**src/pkg/pas_pkg.sv**
```systemverilog
// constants, register map and carrier types of the protection/alarm sequencer
// assumes a 250 MHz clock and measurements coded as 0.1 V and whole degrees C
package pas_pkg;
  localparam int unsigned CLK_PERIOD_NS = 4;
  // common 10 ms time base
  localparam int unsigned TICK_MS = 10;
  localparam int unsigned TICK_CYCLES = (TICK_MS * 1000000) / CLK_PERIOD_NS;
  // persistence filters, in ms, rounded to whole ticks
  localparam int unsigned UV_SET_MS = 80;
  localparam int unsigned UV_SET_TICKS = (UV_SET_MS + TICK_MS - 1) / TICK_MS;
  localparam int unsigned UV_CLR_MS = 500;
  localparam int unsigned UV_CLR_TICKS = (UV_CLR_MS + TICK_MS - 1) / TICK_MS;
  // "more than" filters need one tick beyond the figure
  localparam int unsigned OT_SET_MS = 1000;
  localparam int unsigned OT_SET_TICKS = OT_SET_MS / TICK_MS + 1;
  localparam int unsigned OT_CLR_MS = 5000;
  localparam int unsigned OT_CLR_TICKS = OT_CLR_MS / TICK_MS + 1;
  localparam int unsigned AV_HOLD_MS = 15000;
  localparam int unsigned AV_HOLD_TICKS = (AV_HOLD_MS + TICK_MS - 1) / TICK_MS;
  localparam int unsigned DISP_ALT_MS = 500;
  localparam int unsigned DISP_ALT_TICKS = DISP_ALT_MS / TICK_MS;
  // delay step 0.1 s
  localparam int unsigned STEP_MS = 100;
  localparam int unsigned STEP_TICKS = STEP_MS / TICK_MS;
  // run time counts 0.1 kh = 360000 s
  localparam int unsigned RUN_UNIT_S = 360000;
  localparam int unsigned RUN_UNIT_TICKS = RUN_UNIT_S * (1000 / TICK_MS);
  // voltage in 0.1 V, temperature in degrees C
  localparam logic [9:0] UV_MIN = 10'h0B4;
  localparam logic [9:0] UV_MAX = 10'h108;
  localparam logic [9:0] UV_DEF = 10'h0C8;
  localparam logic [9:0] UV_HYST = 10'h003;
  localparam logic [9:0] AV_TRIP = 10'h120;
  localparam logic [9:0] AV_RESTORE = 10'h11D;
  localparam logic [7:0] OT_MIN = 8'h19;
  localparam logic [7:0] OT_MAX = 8'h50;
  localparam logic [7:0] OT_DEF = 8'h50;
  localparam logic [7:0] OT_HYST = 8'h03;
  localparam logic [9:0] VAL_MAX = 10'h3E7;
  localparam int unsigned NBR = 4;
  // error codes shown on the display
  localparam logic [11:0] CODE_AV = 12'hA10;
  localparam logic [11:0] CODE_UV = 12'hA21;
  localparam logic [11:0] CODE_RT = 12'hA23;
  localparam logic [11:0] CODE_OT = 12'hA30;
  // register byte addresses
  localparam logic [7:0] ADDR_CTRL = 8'h00;
  localparam logic [7:0] ADDR_UV_THR = 8'h04;
  localparam logic [7:0] ADDR_OT_SET = 8'h08;
  localparam logic [7:0] ADDR_RT_THR = 8'h0C;
  localparam logic [7:0] ADDR_TRIP_EN = 8'h10;
  localparam logic [7:0] ADDR_ON_DLY0 = 8'h14;
  localparam logic [7:0] ADDR_OFF_DLY0 = 8'h24;
  localparam logic [7:0] ADDR_STATUS = 8'h34;
  localparam logic [7:0] ADDR_RUNTIME = 8'h38;
  // control register bits, each a one-shot command
  localparam int unsigned CTRL_START = 0;
  localparam int unsigned CTRL_STOP = 1;
  localparam int unsigned CTRL_TEST_ON = 2;
  localparam int unsigned CTRL_TEST_OFF = 3;
  localparam int unsigned CTRL_TOOL_ON = 4;
  localparam int unsigned CTRL_TOOL_OFF = 5;
  localparam int unsigned CTRL_RECONNECT = 6;
  localparam int unsigned CTRL_RT_CLEAR = 7;
  // status register bits
  localparam int unsigned ST_UV = 0;
  localparam int unsigned ST_OT = 1;
  localparam int unsigned ST_RT = 2;
  localparam int unsigned ST_AV = 3;
  localparam int unsigned ST_LOCK = 4;
  localparam int unsigned ST_BR = 8;
  localparam int unsigned ST_WAIT = 12;

  typedef enum logic [1:0] {BR_OFF, BR_WAIT_ON, BR_ON, BR_WAIT_OFF} pas_br_e;

  typedef struct packed {
    logic err;
    logic show_code;
    logic [11:0] code;
    logic [9:0] value;
  } pas_disp_s;
endpackage : pas_pkg

```
**src/hdl/pas_sequencer.sv**
```systemverilog
// alarm supervision and branch connect/disconnect sequencing
// assumes voltage/temperature words come from same-clock logic; power and trip are pins
//
// The register offsets and the address-and-strobe port are this design's own decisions.
`timescale 1ns/100ps

module pas_sequencer #(
  parameter int unsigned TICK_CYCLES = pas_pkg::TICK_CYCLES,
  parameter int unsigned RUN_UNIT_TICKS = pas_pkg::RUN_UNIT_TICKS
) (
  input wire logic i_clock,
  input wire logic i_rst_n,
  input wire logic [9:0] i_volt,
  input wire logic [7:0] i_temp,
  input wire logic i_diag_done,
  input wire logic i_power_good,
  input wire logic i_trip,
  input wire logic [7:0] i_addr,
  input wire logic [31:0] i_wdata,
  input wire logic i_wr,
  input wire logic i_rd,
  output logic [31:0] o_rdata,
  output logic o_fault_alarm_output,
  output logic o_overheat_output,
  output logic o_trip_alarm_output,
  output logic [3:0] o_branch_on,
  output logic [3:0] o_flash_green,
  output pas_pkg::pas_disp_s o_disp
);
  localparam int unsigned NBR = pas_pkg::NBR;

  function automatic logic [9:0] clamp10(input logic [9:0] v, input logic [9:0] lo,
                                         input logic [9:0] hi);
    clamp10 = (v < lo) ? lo : ((v > hi) ? hi : v);
  endfunction : clamp10

  function automatic logic [7:0] clamp8(input logic [7:0] v, input logic [7:0] lo,
                                        input logic [7:0] hi);
    clamp8 = (v < lo) ? lo : ((v > hi) ? hi : v);
  endfunction : clamp8

  // pins pass two flops
  logic [1:0] pg_sync_reg;
  logic [1:0] trip_sync_reg;
  always_ff @(posedge i_clock or negedge i_rst_n) begin
    if (!i_rst_n) begin
      pg_sync_reg <= 2'h0;
      trip_sync_reg <= 2'h0;
    end else begin
      pg_sync_reg <= {pg_sync_reg[0], i_power_good};
      trip_sync_reg <= {trip_sync_reg[0], i_trip};
    end
  end
  wire power_ok = pg_sync_reg[1];
  logic trip_d_reg;
  always_ff @(posedge i_clock or negedge i_rst_n) begin
    if (!i_rst_n) trip_d_reg <= 1'b0;
    else trip_d_reg <= trip_sync_reg[1];
  end
  wire trip_rise = trip_sync_reg[1] & ~trip_d_reg;

  logic [31:0] div_reg;
  logic tick;
  always_ff @(posedge i_clock or negedge i_rst_n) begin
    if (!i_rst_n) begin
      div_reg <= 32'h0;
      tick <= 1'b0;
    end else begin
      tick <= (div_reg == 32'(TICK_CYCLES - 1));
      div_reg <= (div_reg == 32'(TICK_CYCLES - 1)) ? 32'h0 : div_reg + 32'h1;
    end
  end

  // registers
  logic [9:0] uv_thr_reg;
  logic [7:0] ot_set_reg;
  logic [9:0] rt_thr_reg;
  logic [3:0] trip_en_reg;
  logic [9:0] on_dly_reg [NBR];
  logic [9:0] off_dly_reg [NBR];
  logic [7:0] cmd_reg;
  wire wr_ctrl = i_wr && i_addr == pas_pkg::ADDR_CTRL;
  always_ff @(posedge i_clock or negedge i_rst_n) begin
    if (!i_rst_n) begin
      uv_thr_reg <= pas_pkg::UV_DEF;
      ot_set_reg <= pas_pkg::OT_DEF;
      rt_thr_reg <= 10'h000;
      trip_en_reg <= 4'h0;
      cmd_reg <= 8'h00;
    end else begin
      cmd_reg <= wr_ctrl ? i_wdata[7:0] : 8'h00;
      if (i_wr) begin
        case (i_addr)
          pas_pkg::ADDR_UV_THR: uv_thr_reg <= clamp10(i_wdata[9:0], pas_pkg::UV_MIN,
                                                      pas_pkg::UV_MAX);
          pas_pkg::ADDR_OT_SET: ot_set_reg <= clamp8(i_wdata[7:0], pas_pkg::OT_MIN,
                                                     pas_pkg::OT_MAX);
          pas_pkg::ADDR_RT_THR: rt_thr_reg <= clamp10(i_wdata[9:0], 10'h000,
                                                      pas_pkg::VAL_MAX);
          pas_pkg::ADDR_TRIP_EN: trip_en_reg <= i_wdata[3:0];
          default: ;
        endcase
      end
    end
  end

  for (genvar g = 0; g < NBR; g++) begin : g_dly
    always_ff @(posedge i_clock or negedge i_rst_n) begin
      if (!i_rst_n) begin
        on_dly_reg[g] <= 10'h000;
        off_dly_reg[g] <= 10'h000;
      end else if (i_wr) begin
        if (i_addr == pas_pkg::ADDR_ON_DLY0 + 8'(4 * g))
          on_dly_reg[g] <= clamp10(i_wdata[9:0], 10'h000, pas_pkg::VAL_MAX);
        if (i_addr == pas_pkg::ADDR_OFF_DLY0 + 8'(4 * g))
          off_dly_reg[g] <= clamp10(i_wdata[9:0], 10'h000, pas_pkg::VAL_MAX);
      end
    end
  end

  logic uv_alarm_reg;
  logic [10:0] uv_cnt_reg;
  wire uv_low = i_volt < uv_thr_reg;
  wire uv_high = i_volt >= uv_thr_reg + pas_pkg::UV_HYST;
  always_ff @(posedge i_clock or negedge i_rst_n) begin
    if (!i_rst_n) begin
      uv_alarm_reg <= 1'b0;
      uv_cnt_reg <= 11'h000;
    end else if (!uv_alarm_reg) begin
      if (!uv_low) uv_cnt_reg <= 11'h000;
      else if (tick && uv_cnt_reg == 11'(pas_pkg::UV_SET_TICKS - 1)) begin
        uv_alarm_reg <= 1'b1;
        uv_cnt_reg <= 11'h000;
      end else if (tick) uv_cnt_reg <= uv_cnt_reg + 11'h001;
    end else begin
      if (!uv_high) uv_cnt_reg <= 11'h000;
      else if (tick && uv_cnt_reg == 11'(pas_pkg::UV_CLR_TICKS - 1)) begin
        uv_alarm_reg <= 1'b0;
        uv_cnt_reg <= 11'h000;
      end else if (tick) uv_cnt_reg <= uv_cnt_reg + 11'h001;
    end
  end

  logic ot_alarm_reg;
  logic [10:0] ot_cnt_reg;
  wire ot_hot = i_temp > ot_set_reg;
  wire ot_cool = i_temp <= ot_set_reg - pas_pkg::OT_HYST;
  always_ff @(posedge i_clock or negedge i_rst_n) begin
    if (!i_rst_n) begin
      ot_alarm_reg <= 1'b0;
      ot_cnt_reg <= 11'h000;
    end else if (!ot_alarm_reg) begin
      if (!ot_hot) ot_cnt_reg <= 11'h000;
      else if (tick && ot_cnt_reg == 11'(pas_pkg::OT_SET_TICKS - 1)) begin
        ot_alarm_reg <= 1'b1;
        ot_cnt_reg <= 11'h000;
      end else if (tick) ot_cnt_reg <= ot_cnt_reg + 11'h001;
    end else begin
      if (!ot_cool) ot_cnt_reg <= 11'h000;
      else if (tick && ot_cnt_reg == 11'(pas_pkg::OT_CLR_TICKS - 1)) begin
        ot_alarm_reg <= 1'b0;
        ot_cnt_reg <= 11'h000;
      end else if (tick) ot_cnt_reg <= ot_cnt_reg + 11'h001;
    end
  end

  // run time in 0.1 kh, counted while powered, saturating
  logic [9:0] runtime_reg;
  logic [31:0] rt_pre_reg;
  always_ff @(posedge i_clock or negedge i_rst_n) begin
    if (!i_rst_n) begin
      runtime_reg <= 10'h000;
      rt_pre_reg <= 32'h0;
    end else if (cmd_reg[pas_pkg::CTRL_RT_CLEAR]) begin
      runtime_reg <= 10'h000;
      rt_pre_reg <= 32'h0;
    end else if (tick && power_ok) begin
      if (rt_pre_reg == 32'(RUN_UNIT_TICKS - 1)) begin
        rt_pre_reg <= 32'h0;
        if (runtime_reg != pas_pkg::VAL_MAX) runtime_reg <= runtime_reg + 10'h001;
      end else rt_pre_reg <= rt_pre_reg + 32'h1;
    end
  end

  logic rt_alarm_reg;
  always_ff @(posedge i_clock or negedge i_rst_n) begin
    if (!i_rst_n) rt_alarm_reg <= 1'b0;
    else if (rt_thr_reg != 10'h000 && runtime_reg > rt_thr_reg) rt_alarm_reg <= 1'b1;
    else if (rt_thr_reg == 10'h000 || rt_thr_reg > runtime_reg) rt_alarm_reg <= 1'b0;
  end

  logic av_trip_reg;
  logic [10:0] av_cnt_reg;
  wire av_over = i_volt >= pas_pkg::AV_TRIP;
  wire av_done = av_cnt_reg == 11'(pas_pkg::AV_HOLD_TICKS);
  always_ff @(posedge i_clock or negedge i_rst_n) begin
    if (!i_rst_n) begin
      av_trip_reg <= 1'b0;
      av_cnt_reg <= 11'h000;
    end else if (av_over) begin
      av_trip_reg <= 1'b1;
      av_cnt_reg <= 11'h000;
    end else if (av_trip_reg) begin
      if (tick && !av_done) av_cnt_reg <= av_cnt_reg + 11'h001;
      if (av_done && i_volt < pas_pkg::AV_RESTORE) av_trip_reg <= 1'b0;
    end
  end

  // power-up start once self test finished
  logic pwr_armed_reg;
  logic pwr_start;
  always_ff @(posedge i_clock or negedge i_rst_n) begin
    if (!i_rst_n) begin
      pwr_armed_reg <= 1'b1;
      pwr_start <= 1'b0;
    end else begin
      pwr_start <= pwr_armed_reg && power_ok && i_diag_done;
      if (!power_ok) pwr_armed_reg <= 1'b1;
      else if (i_diag_done) pwr_armed_reg <= 1'b0;
    end
  end

  wire start_req = pwr_start | cmd_reg[pas_pkg::CTRL_START] | cmd_reg[pas_pkg::CTRL_TEST_ON]
                   | cmd_reg[pas_pkg::CTRL_TOOL_ON] | cmd_reg[pas_pkg::CTRL_RECONNECT];
  wire stop_req = trip_rise | cmd_reg[pas_pkg::CTRL_STOP] | cmd_reg[pas_pkg::CTRL_TEST_OFF]
                  | cmd_reg[pas_pkg::CTRL_TOOL_OFF];
  wire kill_all = !power_ok || av_trip_reg;

  // 0.1 s step enable
  logic [3:0] step_cnt_reg;
  logic step;
  always_ff @(posedge i_clock or negedge i_rst_n) begin
    if (!i_rst_n) begin
      step_cnt_reg <= 4'h0;
      step <= 1'b0;
    end else begin
      step <= tick && step_cnt_reg == 4'(pas_pkg::STEP_TICKS - 1);
      if (tick) step_cnt_reg <= (step_cnt_reg == 4'(pas_pkg::STEP_TICKS - 1)) ? 4'h0
                                : step_cnt_reg + 4'h1;
    end
  end

  pas_pkg::pas_br_e br_st [NBR];
  logic [9:0] br_cnt_reg [NBR];
  for (genvar g = 0; g < NBR; g++) begin : g_br
    always_ff @(posedge i_clock or negedge i_rst_n) begin
      if (!i_rst_n) begin
        br_st[g] <= pas_pkg::BR_OFF;
        br_cnt_reg[g] <= 10'h000;
      end else if (kill_all) begin
        br_st[g] <= pas_pkg::BR_OFF;
        br_cnt_reg[g] <= 10'h000;
      end else begin
        case (br_st[g])
          pas_pkg::BR_OFF: begin
            br_cnt_reg[g] <= 10'h000;
            if (start_req)
              br_st[g] <= (on_dly_reg[g] == 10'h000) ? pas_pkg::BR_ON : pas_pkg::BR_WAIT_ON;
          end
          pas_pkg::BR_WAIT_ON: begin
            // only trip-enabled branches take the shutdown
            if (stop_req && trip_en_reg[g]) begin
              br_cnt_reg[g] <= 10'h000;
              br_st[g] <= (off_dly_reg[g] == 10'h000) ? pas_pkg::BR_OFF : pas_pkg::BR_WAIT_OFF;
            end else if (br_cnt_reg[g] >= on_dly_reg[g]) begin
              br_st[g] <= pas_pkg::BR_ON;
            end else if (step) begin
              br_cnt_reg[g] <= br_cnt_reg[g] + 10'h001;
            end
          end
          pas_pkg::BR_ON: begin
            br_cnt_reg[g] <= 10'h000;
            if (stop_req && trip_en_reg[g])
              br_st[g] <= (off_dly_reg[g] == 10'h000) ? pas_pkg::BR_OFF : pas_pkg::BR_WAIT_OFF;
          end
          pas_pkg::BR_WAIT_OFF: begin
            if (br_cnt_reg[g] >= off_dly_reg[g]) br_st[g] <= pas_pkg::BR_OFF;
            else if (step) br_cnt_reg[g] <= br_cnt_reg[g] + 10'h001;
          end
          default: br_st[g] <= pas_pkg::BR_OFF;
        endcase
      end
    end

    always_ff @(posedge i_clock or negedge i_rst_n) begin
      if (!i_rst_n) begin
        o_branch_on[g] <= 1'b0;
        o_flash_green[g] <= 1'b0;
      end else begin
        o_branch_on[g] <= !kill_all && (br_st[g] == pas_pkg::BR_ON
                                        || br_st[g] == pas_pkg::BR_WAIT_OFF);
        o_flash_green[g] <= !kill_all && br_st[g] == pas_pkg::BR_WAIT_ON;
      end
    end
  end

  // alarm outputs are high while healthy
  always_ff @(posedge i_clock or negedge i_rst_n) begin
    if (!i_rst_n) begin
      o_fault_alarm_output <= 1'b1;
      o_overheat_output <= 1'b1;
      o_trip_alarm_output <= 1'b1;
    end else begin
      o_fault_alarm_output <= !(uv_alarm_reg || rt_alarm_reg);
      o_overheat_output <= !ot_alarm_reg;
      o_trip_alarm_output <= !av_trip_reg;
    end
  end

  // display alternates code and value each half second
  logic [5:0] alt_cnt_reg;
  logic alt_reg;
  always_ff @(posedge i_clock or negedge i_rst_n) begin
    if (!i_rst_n) begin
      alt_cnt_reg <= 6'h00;
      alt_reg <= 1'b1;
    end else if (tick) begin
      if (alt_cnt_reg == 6'(pas_pkg::DISP_ALT_TICKS - 1)) begin
        alt_cnt_reg <= 6'h00;
        alt_reg <= ~alt_reg;
      end else alt_cnt_reg <= alt_cnt_reg + 6'h01;
    end
  end

  always_ff @(posedge i_clock or negedge i_rst_n) begin
    if (!i_rst_n) begin
      o_disp <= '0;
    end else begin
      o_disp.err <= av_trip_reg | uv_alarm_reg | rt_alarm_reg | ot_alarm_reg;
      o_disp.show_code <= alt_reg && (av_trip_reg | uv_alarm_reg | rt_alarm_reg
                                      | ot_alarm_reg);
      if (av_trip_reg) begin
        o_disp.code <= pas_pkg::CODE_AV;
        o_disp.value <= i_volt;
      end else if (uv_alarm_reg) begin
        o_disp.code <= pas_pkg::CODE_UV;
        o_disp.value <= i_volt;
      end else if (rt_alarm_reg) begin
        o_disp.code <= pas_pkg::CODE_RT;
        o_disp.value <= runtime_reg;
      end else if (ot_alarm_reg) begin
        o_disp.code <= pas_pkg::CODE_OT;
        o_disp.value <= {2'h0, i_temp};
      end else begin
        o_disp.code <= 12'h000;
        o_disp.value <= i_volt;
      end
    end
  end

  // read port, data one cycle after the strobe only
  logic [31:0] rd_mux;
  always_comb begin
    rd_mux = 32'h0;
    case (i_addr)
      pas_pkg::ADDR_UV_THR: rd_mux = {22'h0, uv_thr_reg};
      pas_pkg::ADDR_OT_SET: rd_mux = {24'h0, ot_set_reg};
      pas_pkg::ADDR_RT_THR: rd_mux = {22'h0, rt_thr_reg};
      pas_pkg::ADDR_TRIP_EN: rd_mux = {28'h0, trip_en_reg};
      pas_pkg::ADDR_RUNTIME: rd_mux = {22'h0, runtime_reg};
      pas_pkg::ADDR_STATUS: begin
        rd_mux[pas_pkg::ST_UV] = uv_alarm_reg;
        rd_mux[pas_pkg::ST_OT] = ot_alarm_reg;
        rd_mux[pas_pkg::ST_RT] = rt_alarm_reg;
        rd_mux[pas_pkg::ST_AV] = av_trip_reg;
        rd_mux[pas_pkg::ST_LOCK] = av_trip_reg && !av_done;
        rd_mux[pas_pkg::ST_BR +: 4] = o_branch_on;
        rd_mux[pas_pkg::ST_WAIT +: 4] = o_flash_green;
      end
      default: begin
        for (int k = 0; k < NBR; k++) begin
          if (i_addr == pas_pkg::ADDR_ON_DLY0 + 8'(4 * k)) rd_mux = {22'h0, on_dly_reg[k]};
          if (i_addr == pas_pkg::ADDR_OFF_DLY0 + 8'(4 * k)) rd_mux = {22'h0, off_dly_reg[k]};
        end
      end
    endcase
  end

  always_ff @(posedge i_clock or negedge i_rst_n) begin
    if (!i_rst_n) o_rdata <= 32'h0;
    else o_rdata <= i_rd ? rd_mux : 32'h0;
  end
endmodule : pas_sequencer

```
**config.mk**
```make
export PLATFORM = sky130hd
export DESIGN_NAME = pas_sequencer
export DESIGN_NICKNAME = d
export VERILOG_FILES = /design/src/pkg/pas_pkg.sv /design/src/hdl/pas_sequencer.sv
export SDC_FILE = /design/constraint.sdc
export NUM_CORES = 1
export LEC_CHECK = 0
export BUFFER_PORTS_ARGS = -buffer_cell sky130_fd_sc_hd__clkbuf_2
export CORE_MARGIN = 2
export CORE_UTILIZATION = 55
export CTS_BUF_LIST = sky130_fd_sc_hd__clkbuf_8
export DETAILED_ROUTE_END_ITERATION = 8
export PLACE_DENSITY = 0.8
export REMOVE_ABC_BUFFERS = 1
export SETUP_SLACK_MARGIN = 0.15
export SYNTH_ARGS = -nofsm -noshare
export SYNTH_HDL_FRONTEND = slang
export SYNTH_SLANG_ARGS = --single-unit
```
**constraint.sdc**
```tcl
create_clock -name i_clock -period 3.35 [get_ports i_clock]
set_clock_uncertainty 0.1 [all_clocks]
set_input_delay 0.67 -clock i_clock [delete_from_list [all_inputs] [get_ports i_clock]]
set_output_delay 0.67 -clock i_clock [all_outputs]
set_load 0.01 [all_outputs]
```
==> results_dict.tcl <==
set metrics [dict create \
    outcome "finished clean" \
    core-area_mm2 0.0355 \
    die_w_um 194 \
    ant_nets 0 \
    clock_sinks 343 \
    ys_ff_latch 343 \
    grt_util_all_layers_pct 28.8 \
    vias 17300 \
    tightestPinTransition_ns 0.957 \
    p_sw_w 0.00242 \
    post-dp-hpwl_um 39300 \
    fp-row-count 69 \
    drv_cap 0 \
    firstDrtPassIters 6 \
    maxSlewViolCount 0 \
    p_clk_share_pct 42.7 \
    powerDensity_mw_per_mm2 415 \
    area_growth_syn_to_layout_pct 11.6 \
    wirelength_um 54300 \
    synth_edf_count 0 \
    htreeDepth 2 \
    cp-start-kind "flip-flop" \
    ir_drop_mv 0.436 \
    num_io_pins 132 \
    post-route-period-util_pct 90.3 \
    fin_ws_ns 0.324 \
    grt_pass1_vias 17000 \
    grt_antenna_before_repair 0 \
    wl_per_cell_um 19.6 \
    cts_tree "built" \
    ys_seq_area_share_pct 43.4 \
    clk_latency_ns 0.65 \
    cts.path.max_buffers 3 \
    nNetsFinal 2474 \
    numCtsBuffers 58 \
    ys_warn_count 0 \
    design_area_mm2 0.0221 \
    synth_area_mm2 0.0198 \
    critical_path_required_ns 3.78 \
    p_int_w 0.00676 \
    grt_overflow 0 \
    async_flop_share_pct 100 \
    setup_viol 0 \
    min_path_type "input pin to flip-flop" \
    place_area_mm2 0.0209 \
    pre_cts_slack_ns 0.315 \
    grt_pass1_wl_um 88100 \
    io_buffers 87 \
    critPathArrivalTime_ns 3.45 \
    fmax_ghz 0.331 \
    p_leak_nw 10.2 \
    via_per_inst 6.24 \
    start_util_pct 55.8 \
    die_area_mm2 0.0376 \
    cp_max_fo 10 \
    gp_congestion 0.981 \
    post_cts_buffers 0 \
    antenna_cells 0 \
    fillCellCount 2892 \
    synth_cell_type_count 78 \
    finalHoldViolCount 0 \
    rsz0062_at_grt "yes" \
    syn_inst 2152 \
    end_kind "flip-flop" \
    root_buffer "clkbuf_8" \
    swShare_pct 26.4 \
    p_seq_share_pct 47.4 \
    dieHeight_um 194 \
    drtIter0Drc 1920 \
    critPathKind "flip-flop to flip-flop" \
    post-route-util_pct 62.3 \
    grt_max_degree 86 \
    clkTransAtPathRegs_ns 0.06 \
    drc 0 \
    synth_ff_type "dfrtp_1" \
    syn_area_per_cell_um2 9.21 \
    fin_crit_ns 3.03 \
    slew_headroom_pct 36.2 \
    layout-drive-gt1-share_pct 12.9 \
    combPwrFrac_pct 9.9 \
]
==> layout by cell type, fill, tap and decap left out, types with 51 or more instances in the layout <==
master and instances:
inv_1 154, clkbuf_2 86, o21ai_0 183, nor2_1 155, clkbuf_8 77, nand2_1 214, xnor2_1 57, dfrtp_1 333
ha_1 143, nand4_1 51, a21oi_1 83, nand3_1 81
==> cells by family after synthesis <==
| logic type | count (synthesis) | share of synthesized area [%] |
|---|---|---|
| DFF | 343 | 43.4 |
| buffers and inverters | 246 | 5.11 |
| muxes | 47 | 2.65 |
| and+or+nand+nor | 757 | 18.9 |
| AOI/OAI and AO/OA | 521 | 16.8 |
| other | 1 | 0.0189 |
| adders and majority gates | 143 | 9.03 |
| xor gates and xnor gates | 94 | 4.15 |
==> critical path: stages, from the launching register on <==
cell and delay, ns:
dfrtp_1 0.43, inv_1 0.11, ha_1 0.27, nand2b_1 0.14, a2111oi_1 0.40, a2111oi_0 0.16, or4_1 0.58, o2bb2ai_2 0.21
nand2_2 0.16, o311ai_0 0.36
==> area by class of cell <==
class                   count  area [um2]  share of cell area, %
multi-input cells        1584       10300                   46.6
flip-flops and latches    343        8600                   38.9
clock buffers              77        1060                   4.79
repair buffers            141         891                   4.03
well taps                 461         577                   2.61
inverters                 138         518                   2.34
clock inverters            26         165                  0.747
==> Yosys cell counts (all sizes together) (10+ instances only) <==
| cell type | instances | area, um2 |
|---|---|---|
| a21o | 25 | 188 |
| a21oi | 83 | 415 |
| a22o | 20 | 175 |
| a22oi | 38 | 285 |
| a31oi | 21 | 131 |
| and2 | 32 | 200 |
| and3 | 47 | 294 |
| buf | 31 | 205 |
| clkbuf | 77 | 289 |
| dfrtp | 333 | 8330 |
| dfstp | 10 | 263 |
| ha | 143 | 1790 |
| inv | 138 | 518 |
| mux2 | 43 | 484 |
| nand2 | 215 | 810 |
| nand2b | 21 | 131 |
| nand3 | 82 | 415 |
| nand4 | 51 | 319 |
| nor2 | 156 | 588 |
| nor2b | 15 | 93.8 |
| nor3 | 47 | 240 |
| nor3b | 12 | 90.1 |
| nor4 | 32 | 200 |
| o211ai | 10 | 75.1 |
| o21a | 15 | 113 |
| o21ai | 188 | 941 |
| o22ai | 23 | 144 |
| o31ai | 19 | 143 |
| or3 | 17 | 106 |
| xnor2 | 57 | 499 |
| xor2 | 37 | 324 |
==> power by group through the flow <==
stage,Sequential [W],Clock (W),Combinational (W)
floorplan,0.00438,0,0.000514
global placement,0.00442,0,0.000854
detailed placement,0.00442,0,0.000889
CTS,0.00435,0.00399,0.000896
global route,0.00436,0.00417,0.00101
finish,0.00435,0.00392,0.000907
==> stage by stage <==
step	hold WS (ns)	TNS (ns)	cells	total power, W
after global placement	0.233	0	2666	0.00527
final	0.0349	0	2770	0.00918
after detailed placement	0.236	0	2666	0.00531
after global routing	0.0170	0	2770	0.00954
after floorplan	0.231	-1.97	2065	0.00489
after CTS	0.00942	0	2770	0.00923
==> metal layers <==
layer / global-route usage [%] / vias up / part of all wire, % / wire [um]
met1: 38.4 / 8406 / 41 / 22200
li1: - / 7934 / - / -
met2: 44.9 / 770 / 46 / 24900
met4: 13.4 / 0 / 4.3 / 2350
met5: 0 / - / 0 / 0
met3: 6.78 / 184 / 8.9 / 4810
==> repair_timing <==
action / 4_1_cts / 5_1_grt
gates resized for setup: 0 / 4
hold buffers: 1 / 0
endpoints found under the setup margin: 0 / 7
hold endpoints to repair: 73 / 0
==> worst paths after layout <==
| kind | cells after the start | endpoint | startpoint | slack [ns] |
|---|---|---|---|---|
| max in group asynchronous | 3 | pwr_armed_reg | i_rst_n | 1.69 |
| hold / removal | 1 | trip_sync_reg[0] | i_trip | 0.03 |
| min in group asynchronous | 2 | ot_cnt_reg[3] | i_rst_n | 0.50 |
| hold reg to reg | 0 | pg_sync_reg[1] | pg_sync_reg[0] | 0.25 |
| setup reg to reg | 9 | br_cnt_reg[16] | br_cnt_reg[10] | 0.32 |
| setup / recovery | 9 | br_cnt_reg[16] | br_cnt_reg[10] | 0.32 |
(Power assumes the default switching activity.)
